File: src/verilog/measure_timer_pkg.sv
// constants shared by the measuring timer block: offsets, fields, encodings
// assumes a byte-wide register port with 8-bit addresses
package measure_timer_pkg;

	// ----------------------------------------
	// bus geometry
	// ----------------------------------------
	localparam int ADDR_W = 8;
	localparam int DATA_W = 8;

	// ----------------------------------------
	// register offsets
	// ----------------------------------------
	localparam logic [7:0] OFS_WIDE_MODE = 8'h28;
	localparam logic [7:0] OFS_SMALL_MODE = 8'h29;
	localparam logic [7:0] OFS_WIDE_LO = 8'h2A;
	localparam logic [7:0] OFS_WIDE_HI = 8'h2B;
	localparam logic [7:0] OFS_SMALL1 = 8'h2C;
	localparam logic [7:0] OFS_SMALL2 = 8'h2D;
	localparam logic [7:0] OFS_STATUS = 8'h2E;

	// ----------------------------------------
	// reset values
	// ----------------------------------------
	localparam logic [7:0] WIDE_MODE_RST = 8'h00;
	localparam logic [7:0] SMALL_MODE_RST = 8'h00;
	localparam logic [15:0] WIDE_CNT_RST = 16'hFFFF;
	localparam logic [7:0] SMALL_CNT_RST = 8'hFF;

	// ----------------------------------------
	// wide timer mode register fields
	// ----------------------------------------
	localparam int WM_STOP = 7;
	localparam int WM_POL = 6;
	localparam int WM_MODE_HI = 5;
	localparam int WM_MODE_LO = 4;
	localparam int WM_PRE_HI = 3;
	localparam int WM_PRE_LO = 2;
	localparam int WM_TOGGLE = 1;
	localparam int WM_LATCH_ONLY = 0;

	// ----------------------------------------
	// small timers mode register fields
	// ----------------------------------------
	localparam int SM_SRC_SEL = 0;
	localparam int SM_STOP1 = 1;
	localparam int SM_CLK1 = 2;
	localparam int SM_CLK2 = 3;
	localparam int SM_CLK3 = 4;
	localparam int SM_POL = 5;
	localparam int SM_EN = 6;
	localparam int SM_LATCH_ONLY = 7;

	// ----------------------------------------
	// status bits (write one to clear)
	// ----------------------------------------
	localparam int ST_WIDE_UF = 0;
	localparam int ST_PIN_EDGE = 1;
	localparam int ST_SMALL1_UF = 2;
	localparam int ST_SMALL2_UF = 3;

	// ----------------------------------------
	// wide timer modes and prescaler width
	// ----------------------------------------
	typedef enum logic [1:0] {
		MODE_INTERVAL = 2'h0,
		MODE_PERIOD = 2'h1,
		MODE_EVENT = 2'h2,
		MODE_HL_WIDTH = 2'h3
	} wide_mode_t;
	localparam int PRESC_W = 6;

endpackage

File: src/verilog/pin_sync.sv
// three-stage pin synchroniser with agreement filter and edge pulses
// assumes the pin is asynchronous to ref_clk
`timescale 1ns/1ps
`default_nettype none
module pin_sync (
	input wire logic ref_clk,
	input wire logic reset,
	input wire logic pin,
	output logic level,
	output logic rise,
	output logic fall
);
	logic s1_q, s2_q, s3_q, lvl_q, rise_q, fall_q;
	logic lvl_d, rise_d, fall_d;
	logic [1:0] arm_q, arm_d;

	// level changes only once stages two and three agree
	// while the chain fills the level is taken silently: no false edge after reset
	always_comb begin
		arm_d = (arm_q == 2'h3) ? arm_q : arm_q + 2'h1;
		if (arm_q != 2'h3) begin
			lvl_d = s2_q;
		end else begin
			lvl_d = (s2_q == s3_q) ? s3_q : lvl_q;
		end
		rise_d = lvl_d & ~lvl_q & (arm_q == 2'h3);
		fall_d = ~lvl_d & lvl_q & (arm_q == 2'h3);
	end

	// synchroniser chain and filtered level
	always_ff @(posedge ref_clk) begin
		if (reset) begin
			arm_q <= 2'h0;
			s1_q <= 1'b0;
			s2_q <= 1'b0;
			s3_q <= 1'b0;
			lvl_q <= 1'b0;
			rise_q <= 1'b0;
			fall_q <= 1'b0;
		end else begin
			arm_q <= arm_d;
			s1_q <= pin;
			s2_q <= s1_q;
			s3_q <= s2_q;
			lvl_q <= lvl_d;
			rise_q <= rise_d;
			fall_q <= fall_d;
		end
	end

	assign level = lvl_q;
	assign rise = rise_q;
	assign fall = fall_q;
endmodule
`default_nettype wire

File: src/verilog/small_timer.sv
// down counter with reload latch and underflow pulse
// assumes tick and write are one-cycle pulses on ref_clk
`timescale 1ns/1ps
`default_nettype none
module small_timer #(
	parameter int W = 8
) (
	input wire logic ref_clk,
	input wire logic reset,
	input wire logic tick,
	input wire logic stop,
	input wire logic wr,
	input wire logic latch_only,
	input wire logic [W-1:0] wr_data,
	output logic [W-1:0] count,
	output logic underflow
);
	logic [W-1:0] cnt_q, cnt_d, lat_q, lat_d;
	logic uf_q, uf_d;

	// write, count down, reload on underflow
	always_comb begin
		lat_d = wr ? wr_data : lat_q;
		uf_d = tick & ~stop & (cnt_q == '0);
		cnt_d = cnt_q;
		if (wr && !latch_only) begin
			cnt_d = wr_data;
		end else if (uf_d) begin
			cnt_d = lat_q;
		end else if (tick && !stop) begin
			cnt_d = cnt_q - 1'b1;
		end
	end

	// state registers
	always_ff @(posedge ref_clk) begin
		if (reset) begin
			cnt_q <= '1;
			lat_q <= '1;
			uf_q <= 1'b0;
		end else begin
			cnt_q <= cnt_d;
			lat_q <= lat_d;
			uf_q <= uf_d;
		end
	end

	assign count = cnt_q;
	assign underflow = uf_q;
endmodule
`default_nettype wire

File: src/verilog/measure_timer.sv
// 16-bit measuring timer with two 8-bit timers and pulse output
// assumes a byte register port on ref_clk; pins are asynchronous
// Function
// - stop bit freezes wide count in all modes
// - interval mode: prescaled count, underflow flags, reloads
// - toggle control gates toggle onto event pin
// - underflow inverts pin output and flags request
// - polarity sets toggle start level, zero high
// - period mode, polarity zero: falling edge captures
// - period mode, polarity one: rising edge captures
// - measurement modes read back the capture value
// - measurement underflow still flags and reloads
// - event mode counts pin edges chosen by polarity
// - high/low mode captures on both edges
// - eight-bit timer with latch and pulse output
// - latch-only write defers counter load to underflow
// - reset clears shared write control bit
// - pulse polarity sets start level, one low
// - pulse enable bit drives pulse pin
// - mode bit zero picks toggling small timer
// - mode bits select wide timer mode
// - high read snapshots low byte for low read
// - low write held, high write loads both
//
// Implementation choice: strobed register access.
`timescale 1ns/1ps
`default_nettype none
module measure_timer
	import measure_timer_pkg::*;
(
	input wire logic ref_clk,
	input wire logic reset,
	input wire logic [ADDR_W-1:0] addr,
	input wire logic [DATA_W-1:0] wr_data,
	input wire logic wr_en,
	input wire logic rd_en,
	output logic [DATA_W-1:0] rd_data,
	input wire logic wide_event_pin_i,
	output logic wide_event_pin_o,
	output logic wide_event_pin_oe,
	input wire logic sub_clock_input,
	output logic small_pulse_out,
	output logic small_pulse_out_oe
);
	// ----------------------------------------
	// declarations
	// ----------------------------------------
	logic [7:0] wmode_q, wmode_d, smode_q, smode_d, temp_lo_q, temp_lo_d;
	logic [7:0] snap_lo_q, snap_lo_d, rd_q, rd_d;
	logic [15:0] cnt_q, cnt_d, lat_q, lat_d, cap_q, cap_d, view;
	logic [3:0] st_q, st_d, st_set;
	logic [PRESC_W-1:0] presc_q, presc_d;
	logic tog_q, tog_d, oe_q, oe_d, pout_q, pout_d, poe_q, poe_d, half_q, half_d;
	logic ev_rise, ev_fall, sub_rise;
	logic wmode_wr, smode_wr, lo_wr, hi_wr, hi_rd, s1_wr, s2_wr;
	logic presc_tick, tick, cap, uf, meas, stop;
	logic t1_tick, t2_tick, t1_uf, t2_uf;
	logic [7:0] t1_cnt, t2_cnt;
	wide_mode_t mode;

	// ----------------------------------------
	// pin synchronisers
	// ----------------------------------------
	pin_sync u_ev_sync (
		.ref_clk(ref_clk),
		.reset(reset),
		.pin(wide_event_pin_i),
		.level(),
		.rise(ev_rise),
		.fall(ev_fall)
	);

	pin_sync u_sub_sync (
		.ref_clk(ref_clk),
		.reset(reset),
		.pin(sub_clock_input),
		.level(),
		.rise(sub_rise),
		.fall()
	);

	// ----------------------------------------
	// decode and wide timer controls
	// ----------------------------------------
	assign wmode_wr = wr_en && (addr == OFS_WIDE_MODE);
	assign smode_wr = wr_en && (addr == OFS_SMALL_MODE);
	assign lo_wr = wr_en && (addr == OFS_WIDE_LO);
	assign hi_wr = wr_en && (addr == OFS_WIDE_HI);
	assign s1_wr = wr_en && (addr == OFS_SMALL1);
	assign s2_wr = wr_en && (addr == OFS_SMALL2);
	assign hi_rd = rd_en && (addr == OFS_WIDE_HI);
	assign mode = wide_mode_t'(wmode_q[WM_MODE_HI:WM_MODE_LO]);
	assign stop = wmode_q[WM_STOP];
	assign meas = (mode == MODE_PERIOD) || (mode == MODE_HL_WIDTH);

	// prescaler tick: system clock by 8, 16, 32 or 64
	always_comb begin
		case (wmode_q[WM_PRE_HI:WM_PRE_LO])
			2'h0: presc_tick = &presc_q[2:0];
			2'h1: presc_tick = &presc_q[3:0];
			2'h2: presc_tick = &presc_q[4:0];
			default: presc_tick = &presc_q;
		endcase
	end

	// count source, capture edge and underflow
	always_comb begin
		case (mode)
			MODE_EVENT: tick = wmode_q[WM_POL] ? ev_fall : ev_rise;
			default: tick = presc_tick;
		endcase
		case (mode)
			MODE_PERIOD: cap = wmode_q[WM_POL] ? ev_rise : ev_fall;
			MODE_HL_WIDTH: cap = ev_rise | ev_fall;
			default: cap = 1'b0;
		endcase
		uf = tick && !stop && !cap && (cnt_q == 16'h0000);
		view = meas ? cap_q : cnt_q;
	end

	// ----------------------------------------
	// wide timer next state
	// ----------------------------------------
	always_comb begin
		presc_d = presc_q + 1'b1;
		wmode_d = wmode_wr ? wr_data : wmode_q;
		temp_lo_d = lo_wr ? wr_data : temp_lo_q;
		lat_d = hi_wr ? {wr_data, temp_lo_q} : lat_q;
		cap_d = cap ? cnt_q : cap_q;
		cnt_d = cnt_q;
		if (hi_wr && !wmode_q[WM_LATCH_ONLY]) begin
			cnt_d = {wr_data, temp_lo_q};
		end else if (stop) begin
			cnt_d = cnt_q;
		end else if (cap || uf) begin
			cnt_d = lat_q;
		end else if (tick) begin
			cnt_d = cnt_q - 1'b1;
		end
		// start level on mode write, invert on interval underflow
		if (wmode_wr) begin
			tog_d = ~wr_data[WM_POL];
		end else if (uf && mode == MODE_INTERVAL) begin
			tog_d = ~tog_q;
		end else begin
			tog_d = tog_q;
		end
		oe_d = (wmode_d[WM_MODE_HI:WM_MODE_LO] == MODE_INTERVAL) && wmode_d[WM_TOGGLE];
	end

	// wide timer registers
	always_ff @(posedge ref_clk) begin
		if (reset) begin
			presc_q <= '0;
			wmode_q <= WIDE_MODE_RST;
			temp_lo_q <= 8'h00;
			lat_q <= WIDE_CNT_RST;
			cnt_q <= WIDE_CNT_RST;
			cap_q <= 16'h0000;
			tog_q <= 1'b1;
			oe_q <= 1'b0;
		end else begin
			presc_q <= presc_d;
			wmode_q <= wmode_d;
			temp_lo_q <= temp_lo_d;
			lat_q <= lat_d;
			cnt_q <= cnt_d;
			cap_q <= cap_d;
			tog_q <= tog_d;
			oe_q <= oe_d;
		end
	end

	// ----------------------------------------
	// small timers
	// ----------------------------------------
	// clock picks: first by 8 or sub clock by 2, second from first or system
	always_comb begin
		half_d = sub_rise ? ~half_q : half_q;
		t1_tick = smode_q[SM_CLK1] ? (sub_rise && half_q) : &presc_q[2:0];
		t2_tick = smode_q[SM_CLK2] ? 1'b1 : t1_uf;
	end

	small_timer #(.W(8)) u_small1 (
		.ref_clk(ref_clk),
		.reset(reset),
		.tick(t1_tick),
		.stop(smode_q[SM_STOP1]),
		.wr(s1_wr),
		.latch_only(smode_q[SM_LATCH_ONLY]),
		.wr_data(wr_data),
		.count(t1_cnt),
		.underflow(t1_uf)
	);

	small_timer #(.W(8)) u_small2 (
		.ref_clk(ref_clk),
		.reset(reset),
		.tick(t2_tick),
		.stop(1'b0),
		.wr(s2_wr),
		.latch_only(smode_q[SM_LATCH_ONLY]),
		.wr_data(wr_data),
		.count(t2_cnt),
		.underflow(t2_uf)
	);

	// pulse output level and enable
	always_comb begin
		smode_d = smode_wr ? wr_data : smode_q;
		if (smode_wr) begin
			pout_d = ~wr_data[SM_POL];
		end else if (smode_q[SM_SRC_SEL] ? t2_uf : t1_uf) begin
			pout_d = ~pout_q;
		end else begin
			pout_d = pout_q;
		end
		poe_d = smode_d[SM_EN];
	end

	// ----------------------------------------
	// status and register read
	// ----------------------------------------
	always_comb begin
		st_set = 4'h0;
		st_set[ST_WIDE_UF] = uf;
		st_set[ST_PIN_EDGE] = cap;
		st_set[ST_SMALL1_UF] = t1_uf;
		st_set[ST_SMALL2_UF] = t2_uf;
		// set wins over a write-one clear in the same cycle
		st_d = st_q & ~((wr_en && addr == OFS_STATUS) ? wr_data[3:0] : 4'h0) | st_set;
		snap_lo_d = hi_rd ? view[7:0] : snap_lo_q;
		rd_d = 8'h00;
		if (rd_en) begin
			case (addr)
				OFS_WIDE_MODE: rd_d = wmode_q;
				OFS_SMALL_MODE: rd_d = smode_q;
				OFS_WIDE_LO: rd_d = snap_lo_q;
				OFS_WIDE_HI: rd_d = view[15:8];
				OFS_SMALL1: rd_d = t1_cnt;
				OFS_SMALL2: rd_d = t2_cnt;
				OFS_STATUS: rd_d = {4'h0, st_q};
				default: rd_d = 8'h00;
			endcase
		end
	end

	// shared registers
	always_ff @(posedge ref_clk) begin
		if (reset) begin
			smode_q <= SMALL_MODE_RST;
			pout_q <= 1'b1;
			poe_q <= 1'b0;
			half_q <= 1'b0;
			st_q <= 4'h0;
			snap_lo_q <= 8'h00;
			rd_q <= 8'h00;
		end else begin
			smode_q <= smode_d;
			pout_q <= pout_d;
			poe_q <= poe_d;
			half_q <= half_d;
			st_q <= st_d;
			snap_lo_q <= snap_lo_d;
			rd_q <= rd_d;
		end
	end

	assign rd_data = rd_q;
	assign wide_event_pin_o = tog_q;
	assign wide_event_pin_oe = oe_q;
	assign small_pulse_out = pout_q;
	assign small_pulse_out_oe = poe_q;
endmodule
`default_nettype wire

File: config.mk
export PLATFORM = sky130hd
export DESIGN_NAME = measure_timer
export DESIGN_NICKNAME = d
export VERILOG_FILES = /design/src/verilog/measure_timer_pkg.sv /design/src/verilog/pin_sync.sv /design/src/verilog/small_timer.sv /design/src/verilog/measure_timer.sv
export SDC_FILE = /design/constraint.sdc
export NUM_CORES = 1
export LEC_CHECK = 0
export ABC_CLOCK_PERIOD_IN_PS = 3440
export BUFFER_PORTS_ARGS = -buffer_cell sky130_fd_sc_hd__buf_2
export CAP_MARGIN = 20
export CELL_PAD_IN_SITES_DETAIL_PLACEMENT = 0
export CELL_PAD_IN_SITES_GLOBAL_PLACEMENT = 1
export CORE_ASPECT_RATIO = 0.8
export CORE_MARGIN = 2
export CORE_UTILIZATION = 47
export CTS_CLUSTER_SIZE = 8
export DETAILED_ROUTE_END_ITERATION = 12
export PLACE_DENSITY = 0.82
export SYNTH_ARGS = -nofsm -noshare
export SYNTH_HDL_FRONTEND = slang
export SYNTH_HIERARCHICAL = 1
export SYNTH_SLANG_ARGS = --single-unit
File: constraint.sdc
create_clock -name ref_clk -period 3.44 [get_ports ref_clk]
set_clock_uncertainty 0.2 [all_clocks]
set_input_delay 1.032 -clock ref_clk [delete_from_list [all_inputs] [get_ports ref_clk]]
set_output_delay 1.032 -clock ref_clk [all_outputs]
set_load 0.01 [all_outputs]
==> results of run 1 <==
-- power breakdown --
group	internal, mW	switching, mW	total (mW)
Clock	0.973	0.848	1.82
Sequential	1.77	0.0167	1.79
Combinational	0.0638	0.111	0.175
Total	2.81	0.976	3.78
-- layout make-up --
| type | instances | area [um^2] | area share, % |
|---|---|---|---|
| clock buffer | 18 | 439 | 5.22 |
| clock inverter | 14 | 128 | 1.52 |
| inverter | 19 | 71.3 | 0.848 |
| multi-input combinational | 628 | 4060 | 48.3 |
| sequential | 151 | 3020 | 35.9 |
| tap | 215 | 269 | 3.20 |
| timing repair buffer | 65 | 420 | 5.00 |
-- worst paths after layout --
check | slack [ns] | endpoint | cells past startpoint | start
setup reg to reg | 0.26 | cnt_q[3] | 8 | cnt_q[0]
hold reg to reg | 0.23 | u_sub_sync/rise | 1 | u_sub_sync/level
setup / recovery | 0.26 | cnt_q[3] | 8 | cnt_q[0]
hold / removal | 0.23 | u_sub_sync/rise | 1 | u_sub_sync/level
-- sequential cells by signal, indices dropped and copies added, names as in the netlist, 2 cells and up --
register	cells
presc_q	6
rd_data	8
st_q	4
u_ev_sync/arm_q	2
snap_lo_q	8
cnt_q	16
cap_q	16
u_sub_sync/arm_q	2
lat_q	16
wmode_q	8
u_small2/lat_q	8
u_small1/lat_q	8
smode_q	7
u_small1/count	8
temp_lo_q	8
u_small2/count	8
-- worst max-delay path: stages (launching register included) --
cell	delay (ns)
dfxtp_1	0.36
inv_1	0.09
ha_1	0.18
nor3b_1	0.45
nand3b_2	0.26
or3_1	0.51
o31a_1	0.53
o311a_1	0.40
a21oi_2	0.12
-- cell usage in the layout (no fill, tap or decap), types with 6 or more instances in the layout --
cell type and n:
nor2b_1 32, nand3b_1 16, o21ai_0 25, a211oi_1 8, a211o_1 24, a2bb2oi_1 9
nand3_1 23, and3_1 12, inv_1 19, a22oi_1 6, mux2i_1 44, a31oi_1 13
buf_2 32, nand2_1 118, ha_1 10, xnor2_1 11, o211ai_1 8, xor2_1 13
a21o_1 6, buf_4 32, clkbuf_16 17, nand2b_1 6, dfxtp_1 151, a221oi_1 11
nor2_1 59, or3_1 6, nor3_1 19, nor4_1 6, a21oi_1 58, inv_6 6
-- per-layer routing --
metal | up-vias | global-route usage [%] | share of wire (%) | routed length [um]
met3 | 31 | 5.85 | 6.7 | 1440
li1 | 3126 | - | - | -
met4 | 0 | 8.84 | 1.6 | 356
met1 | 3170 | 38.3 | 51 | 11000
met5 | - | 0 | 0 | 0
met2 | 224 | 36.9 | 41 | 8810
==> impl_metrics.toml, run 1 <==
[status]
status = "completed"

[clock_network]
cts-hold-fix-buffers = 0
clockRootBuffer = "clkbuf_16"
clkTransAtPathRegs_ns = 0.07
post_cts_buffers = 0
post_cts_resized = 0
htree_num_levels = 4
clk_latency_ns = 0.43
cts.sinks = 151
cts_buffer_depth = 2
cts_buffers = 17
cts_tree = "yes"

[floorplanning]
initial_core_util_pct = 47.8
die_height_um = 117
ioPinCount = 34
rows = 41
die_x_um = 145
core_area_um2 = 15600
die_area_um2 = 16900

[sta]
setup_viol = 0
finalHoldViolCount = 0
slew_headroom_pct = 49.9
post-route-period-util_pct = 92.5
timing.fmax_mhz = 314
rsz0062_at_grt = "no"
slew_viol_final = 0
timing.setup.tns_ns = 0
tightest_slew_ns = 0.752
fin_ws_ns = 0.259
fin_crit_ns = 3.18
hold_ws_ns = 0.229

[drt]
wl_per_cell_um = 19.4
finalWirelength_um = 21600
ant_nets = 0
viasPerCell = 5.90
drt-pass1-iter-count = 5
initialDrtViolationCount = 902
drc = 0
num_vias = 6551

[pwr]
power_density_nw_per_um2 = 450
power.total_mw = 3.78
ir_drop_uv = 395
p_leak_nw = 3.30

[final_layout]
finalNonFillerCells = 1110
finalNetCount = 914
num_antenna_cells = 0
fin_util_pct = 53.8
drive_gt1_share_pct = 14.2
area_growth_syn_to_layout_pct = 12.5
stdcell_area_um2 = 8410
nFillCells = 1434

[place]
dpl_cell_area_um2 = 7840
hpwl_um = 15200
place_inst = 1078
port_buffers = 33
dp_slack_ns = 0.261
globalplace.congestion = 0.916

[global_routing]
grt_pass1_wl_um = 33800
grt_pass1_vias = 6068
grt_usage_pct = 25.8
antenna_found_initial = 0
grt.overflow.total = 0
grt_max_degree = 43

[critical_path]
endpoint_kind = "register"
critPathKind = "reg2reg"
crit_arrival_ns = 3.35
worstPathRequired_ns = 3.61
crit_fanout = 14
worst_setup_path_start_kind = "register"

[worst_hold_path]
hold_class = "reg2reg"

[logic_synthesis]
netlist_instances = 860
ys.warnings.count = 6
synth_area_per_cell_um2 = 8.69
syn-cell-area_um2 = 7480

[flow_run]
cap_violations = 0
Power figures use the tool's default switching activity.
==> run 2: changes to the inputs <==
Settings changed: REMOVE_ABC_BUFFERS set to 1.
==> run 2 against run 1 <==
Against the previous run:
- register-to-register slack improved by 0.24 ns
- total power rose by 4.9%
- highest routed layer unchanged
- clock-buffer cell count is 3 higher
- flip-flop and latch count is the same
- cell count hardly changed
- sequential power about the same
- cell area increased by 0.80%
- largest power group unchanged
- largest cell class unchanged
- hold slack got worse by 0.0047 ns
- core utilization rose by 0.43 points
- worst setup slack better by 0.24 ns
==> impl_metrics.toml, run 2 (synthesis results as in run 1) <==
[clock_network]
htree_num_levels = 4
post_cts_resized = 0
clockRootBuffer = "clkbuf_16"
cts_tree = "yes"
post_cts_buffers = 0
cts-hold-fix-buffers = 0
cts.sinks = 151
cts_buffer_depth = 2
cts_buffers = 17
clkTransAtPathRegs_ns = 0.06
clk_latency_ns = 0.43

[sta]
setup_viol = 0
slew_headroom_pct = 49.0
timing.fmax_mhz = 340
post-route-period-util_pct = 85.5
fin_ws_ns = 0.498
finalHoldViolCount = 0
hold_ws_ns = 0.225
rsz0062_at_grt = "no"
tightest_slew_ns = 0.765
slew_viol_final = 0
fin_crit_ns = 2.94

[final_layout]
finalNetCount = 913
stdcell_area_um2 = 8480
drive_gt1_share_pct = 14.0
num_antenna_cells = 0
fin_util_pct = 54.2
layout_common_cells = "dfxtp_1, nand2_1, nor2_1"
top_regs = "cap_q x16, cnt_q x16, lat_q x16"
layout_commonest_cell = "dfxtp_1"
area_growth_syn_to_layout_pct = 13.4

[critical_path]
endpoint_kind = "register"
crit_fanout = 8
worstPathRequired_ns = 3.60
worst_setup_path_start_kind = "register"
max_stage_delay_ns = 0.69
crit_arrival_ns = 3.11
worst-path-buf-inv = 0
critPathKind = "reg2reg"
critPathTopFamily = "simple AND/OR/NAND/NOR gates"
critical_path.cell_chain = "ha_1 > and3_1 > ha_1 > mux2i_1 > or3_1 > and3_1 > or4b_2 > o32a_1 > a21oi_2"
cp_slowest_cell = "or4b_2"

[pwr]
clkPwrFrac_pct = 50.6
p_sw_share_pct = 21.8
power_frac_comb_pct = 4.4
power_density_nw_per_um2 = 468
p_switching_mw = 0.864
ir_drop_uv = 333
seqPwrFrac_pct = 45.0
power.total_mw = 3.97
p_int_mw = 3.11
p_leak_nw = 3.33

[drt]
finalWirelength_um = 21300
num_vias = 6541
viasPerCell = 5.90
ant_nets = 0
drc = 0
wl_per_cell_um = 19.2
initialDrtViolationCount = 628
drt-pass1-iter-count = 5

[global_routing]
grt.overflow.total = 0
antenna_found_initial = 0
grt_usage_pct = 25.7
grt_max_degree = 53
grt_pass1_wl_um = 33600
grt_pass1_vias = 6051

[floorplanning]
ioPinCount = 34
rows = 41
die_x_um = 145
initial_core_util_pct = 47.8
core_area_um2 = 15600
die_area_um2 = 16900
die_height_um = 117

[place]
port_buffers = 33
dp_slack_ns = 0.298
dpl_cell_area_um2 = 7840
globalplace.congestion = 0.894
hpwl_um = 14900

[worst_hold_path]
hold_class = "reg2reg"

[status]
status = "completed"

[flow_run]
cap_violations = 0
==> run 2: stage by stage <==
step | std cells | TNS, ns
5_1_grt | 1109 | 0
2_1_floorplan | 798 | -3.45
3_3_place_gp | 1077 | 0
4_1_cts | 1109 | 0
3_5_place_dp | 1077 | 0
6_report | 1109 | 0
==> run 2: worst register-to-register path, cell delays in order (launching register included) <==
cell	delay, ns
dfxtp_1	0.35
ha_1	0.17
and3_1	0.19
ha_1	0.14
mux2i_1	0.07
or3_1	0.38
and3_1	0.26
or4b_2	0.69
o32a_1	0.32
a21oi_2	0.11
==> run 2: worst paths after layout <==
| kind | startpoint | to | slack, ns | cells after the start |
|---|---|---|---|---|
| worst max-delay path | presc_q[0] | cnt_q[3] | 0.50 | 9 |
| worst min-delay path | u_sub_sync/level | u_sub_sync/rise | 0.22 | 1 |
| worst max register to register | presc_q[0] | cnt_q[3] | 0.50 | 9 |
| worst min register to register | u_sub_sync/level | u_sub_sync/rise | 0.22 | 1 |
==> run 2: metal layers <==
layer,wire (um),vias to the layer above,share of wire (%),track usage (%)
met5,0,-,0,0
met3,1480,32,7.0,4.69
met4,412,0,1.9,9.24
li1,-,3127,-,-
met1,10300,3113,48,36.9
met2,9160,269,43,38.8
==> run 2: power groups by stage <==
stage / clock network (mW) / registers (mW) / logic, mW
floorplan: 0 / 1.82 / 0.0726
global placement: 0 / 1.82 / 0.165
detailed placement: 0 / 1.83 / 0.171
CTS: 2.04 / 1.79 / 0.172
global route: 2.11 / 1.79 / 0.188
finish: 2.01 / 1.79 / 0.174
==> run 2: cell type report <==
| cell class | instances | area, um^2 |
|---|---|---|
| Multi-Input combinational cell | 628 | 4060 |
| Inverter | 19 | 71.3 |
| Clock inverter | 11 | 171 |
| Tap cell | 215 | 269 |
| Timing Repair Buffer | 64 | 413 |
| Sequential cell | 151 | 3020 |
| Fill cell | 1426 | 7170 |
| Clock buffer | 21 | 470 |
==> run 3: changes to the inputs <==
Settings changed: CORE_UTILIZATION 47 to 33, PLACE_DENSITY 0.82 to 0.62, SKIP_LAST_GASP set to 1.
==> run 3 against run 2 <==
Against the previous run:
- total power shrank 1.2%
- sequential power is essentially flat
- register-to-register slack lost 0.09 ns
- largest cell class unchanged
- clock-buffer cell count is the same
- cell count grew 8.6%
- core utilization shrank 16 points
- critical endpoint unchanged
- critical path depth shrank 1
- combinational power is essentially flat
- wire length grew 8.8%
==> impl_metrics.toml, run 3 (synthesis results as in run 1) <==
[floorplanning]
ioPinCount = 34
initial_core_util_pct = 33.4
die_height_um = 139
rows = 49
core_area_um2 = 22400
die_area_um2 = 23900
die_x_um = 172

[sta]
finalHoldViolCount = 0
hold_ws_ns = 0.222
slew_headroom_pct = 46.2
slew_viol_final = 0
post-route-period-util_pct = 88.3
fin_crit_ns = 3.04
setup_viol = 0
timing.fmax_mhz = 329
tightest_slew_ns = 0.807
rsz0062_at_grt = "no"

[critical_path]
cp_slowest_cell = "o31a_1"
crit_fanout = 14
worst_setup_path_start_kind = "register"
max_stage_delay_ns = 0.55
crit_arrival_ns = 3.21
critical_path.cell_chain = "inv_1 > ha_1 > nor3b_2 > nand3b_2 > or3_1 > o31a_1 > o311a_1 > a21oi_2"
worst-path-buf-inv = 1
critPathKind = "reg2reg"
critPathTopFamily = "compound AO/OA/AOI/OAI gates"
endpoint_kind = "register"
worstPathRequired_ns = 3.61

[place]
dpl_cell_area_um2 = 7970
hpwl_um = 16000
port_buffers = 33
globalplace.congestion = 0.830

[final_layout]
drive_gt1_share_pct = 14.5
top_regs = "cap_q x16, cnt_q x16, lat_q x16"
layout_common_cells = "dfxtp_1, nand2_1, nor2_1"
finalNetCount = 917
area_growth_syn_to_layout_pct = 14.9
num_antenna_cells = 0
stdcell_area_um2 = 8590
layout_commonest_cell = "dfxtp_1"
nFillCells = 2314

[global_routing]
grt_usage_pct = 20.3
grt.overflow.total = 0
grt_pass1_vias = 6063
grt_pass1_wl_um = 36600
antenna_found_initial = 0
grt_max_degree = 60

[drt]
initialDrtViolationCount = 624
wl_per_cell_um = 19.3
drc = 0
ant_nets = 0
num_vias = 6393
viasPerCell = 5.31
finalWirelength_um = 23200
drt-pass1-iter-count = 7

[worst_hold_path]
hold_class = "reg2reg"

[clock_network]
clkTransAtPathRegs_ns = 0.06
htree_num_levels = 4
cts_tree = "yes"
cts_buffers = 17
cts_buffer_depth = 2
cts.sinks = 151
post_cts_buffers = 0
clockRootBuffer = "clkbuf_16"
clk_latency_ns = 0.43

[status]
status = "completed"

[pwr]
ir_drop_uv = 260
power_density_nw_per_um2 = 456
p_leak_nw = 3.34

[flow_run]
cap_violations = 0
run 3: worst register-to-register path, delay by kind of cell, from the launching register on:
family	cells	cell delay, ns
flops	1	0.36
fa+ha+maj	1	0.18
buf+inv	1	0.10
simple gates	3	1.05
compound gates	3	1.09
run 3: worst paths after layout:
path	start	to	slack (ns)	depth (start not counted)
min reg2reg	u_sub_sync/level	u_sub_sync/rise	0.22	1
min	u_sub_sync/level	u_sub_sync/rise	0.22	1
max	cnt_q[0]	cnt_q[3]	0.40	8
max reg2reg	cnt_q[0]	cnt_q[3]	0.40	8
run 3: report_power, final:
part	switching, mW	internal [mW]	total, mW
Sequential	0.0159	1.77	1.79
Combinational	0.112	0.0623	0.175
Clock	0.761	1.20	1.96
Total	0.890	3.03	3.92
run 3: final cells by class:
cell class	count	area [um^2]	area share, %
flip-flops and latches	151	3020	35.2
multi-input cells	628	4070	47.3
repair buffers	68	430	5.01
clock buffers	21	470	5.48
well taps	306	383	4.46
inverters	19	71.3	0.830
clock inverters	11	148	1.72
run 3: metrics by stage:
stage / std cells / worst slack [ns] / util [%] / setup TNS [ns] / total power, mW
floorplan: 798 / -0.419 / - / -3.45 / 1.89
global route: 1204 / 0.203 / 38.4 / 0 / 4.07
CTS: 1204 / 0.214 / 38.4 / 0 / 3.97
detailed placement: 1172 / 0.121 / 35.6 / 0 / 2.00
finish: 1204 / 0.403 / 38.4 / 0 / 3.92
global placement: 1172 / 0.141 / 35.6 / 0 / 2.00
run 3: routing by layer:
layer | track usage, % | routed length [um]
met5 | 0 | 0
met4 | 5.09 | 254
met3 | 4.31 | 1310
met2 | 27.5 | 9440
met1 | 32.0 | 12200
run 3: timing repair:
action	4_1_cts	5_1_grt
gates resized for setup	0	1
hold buffers	0	0
setup endpoints to repair	0	1
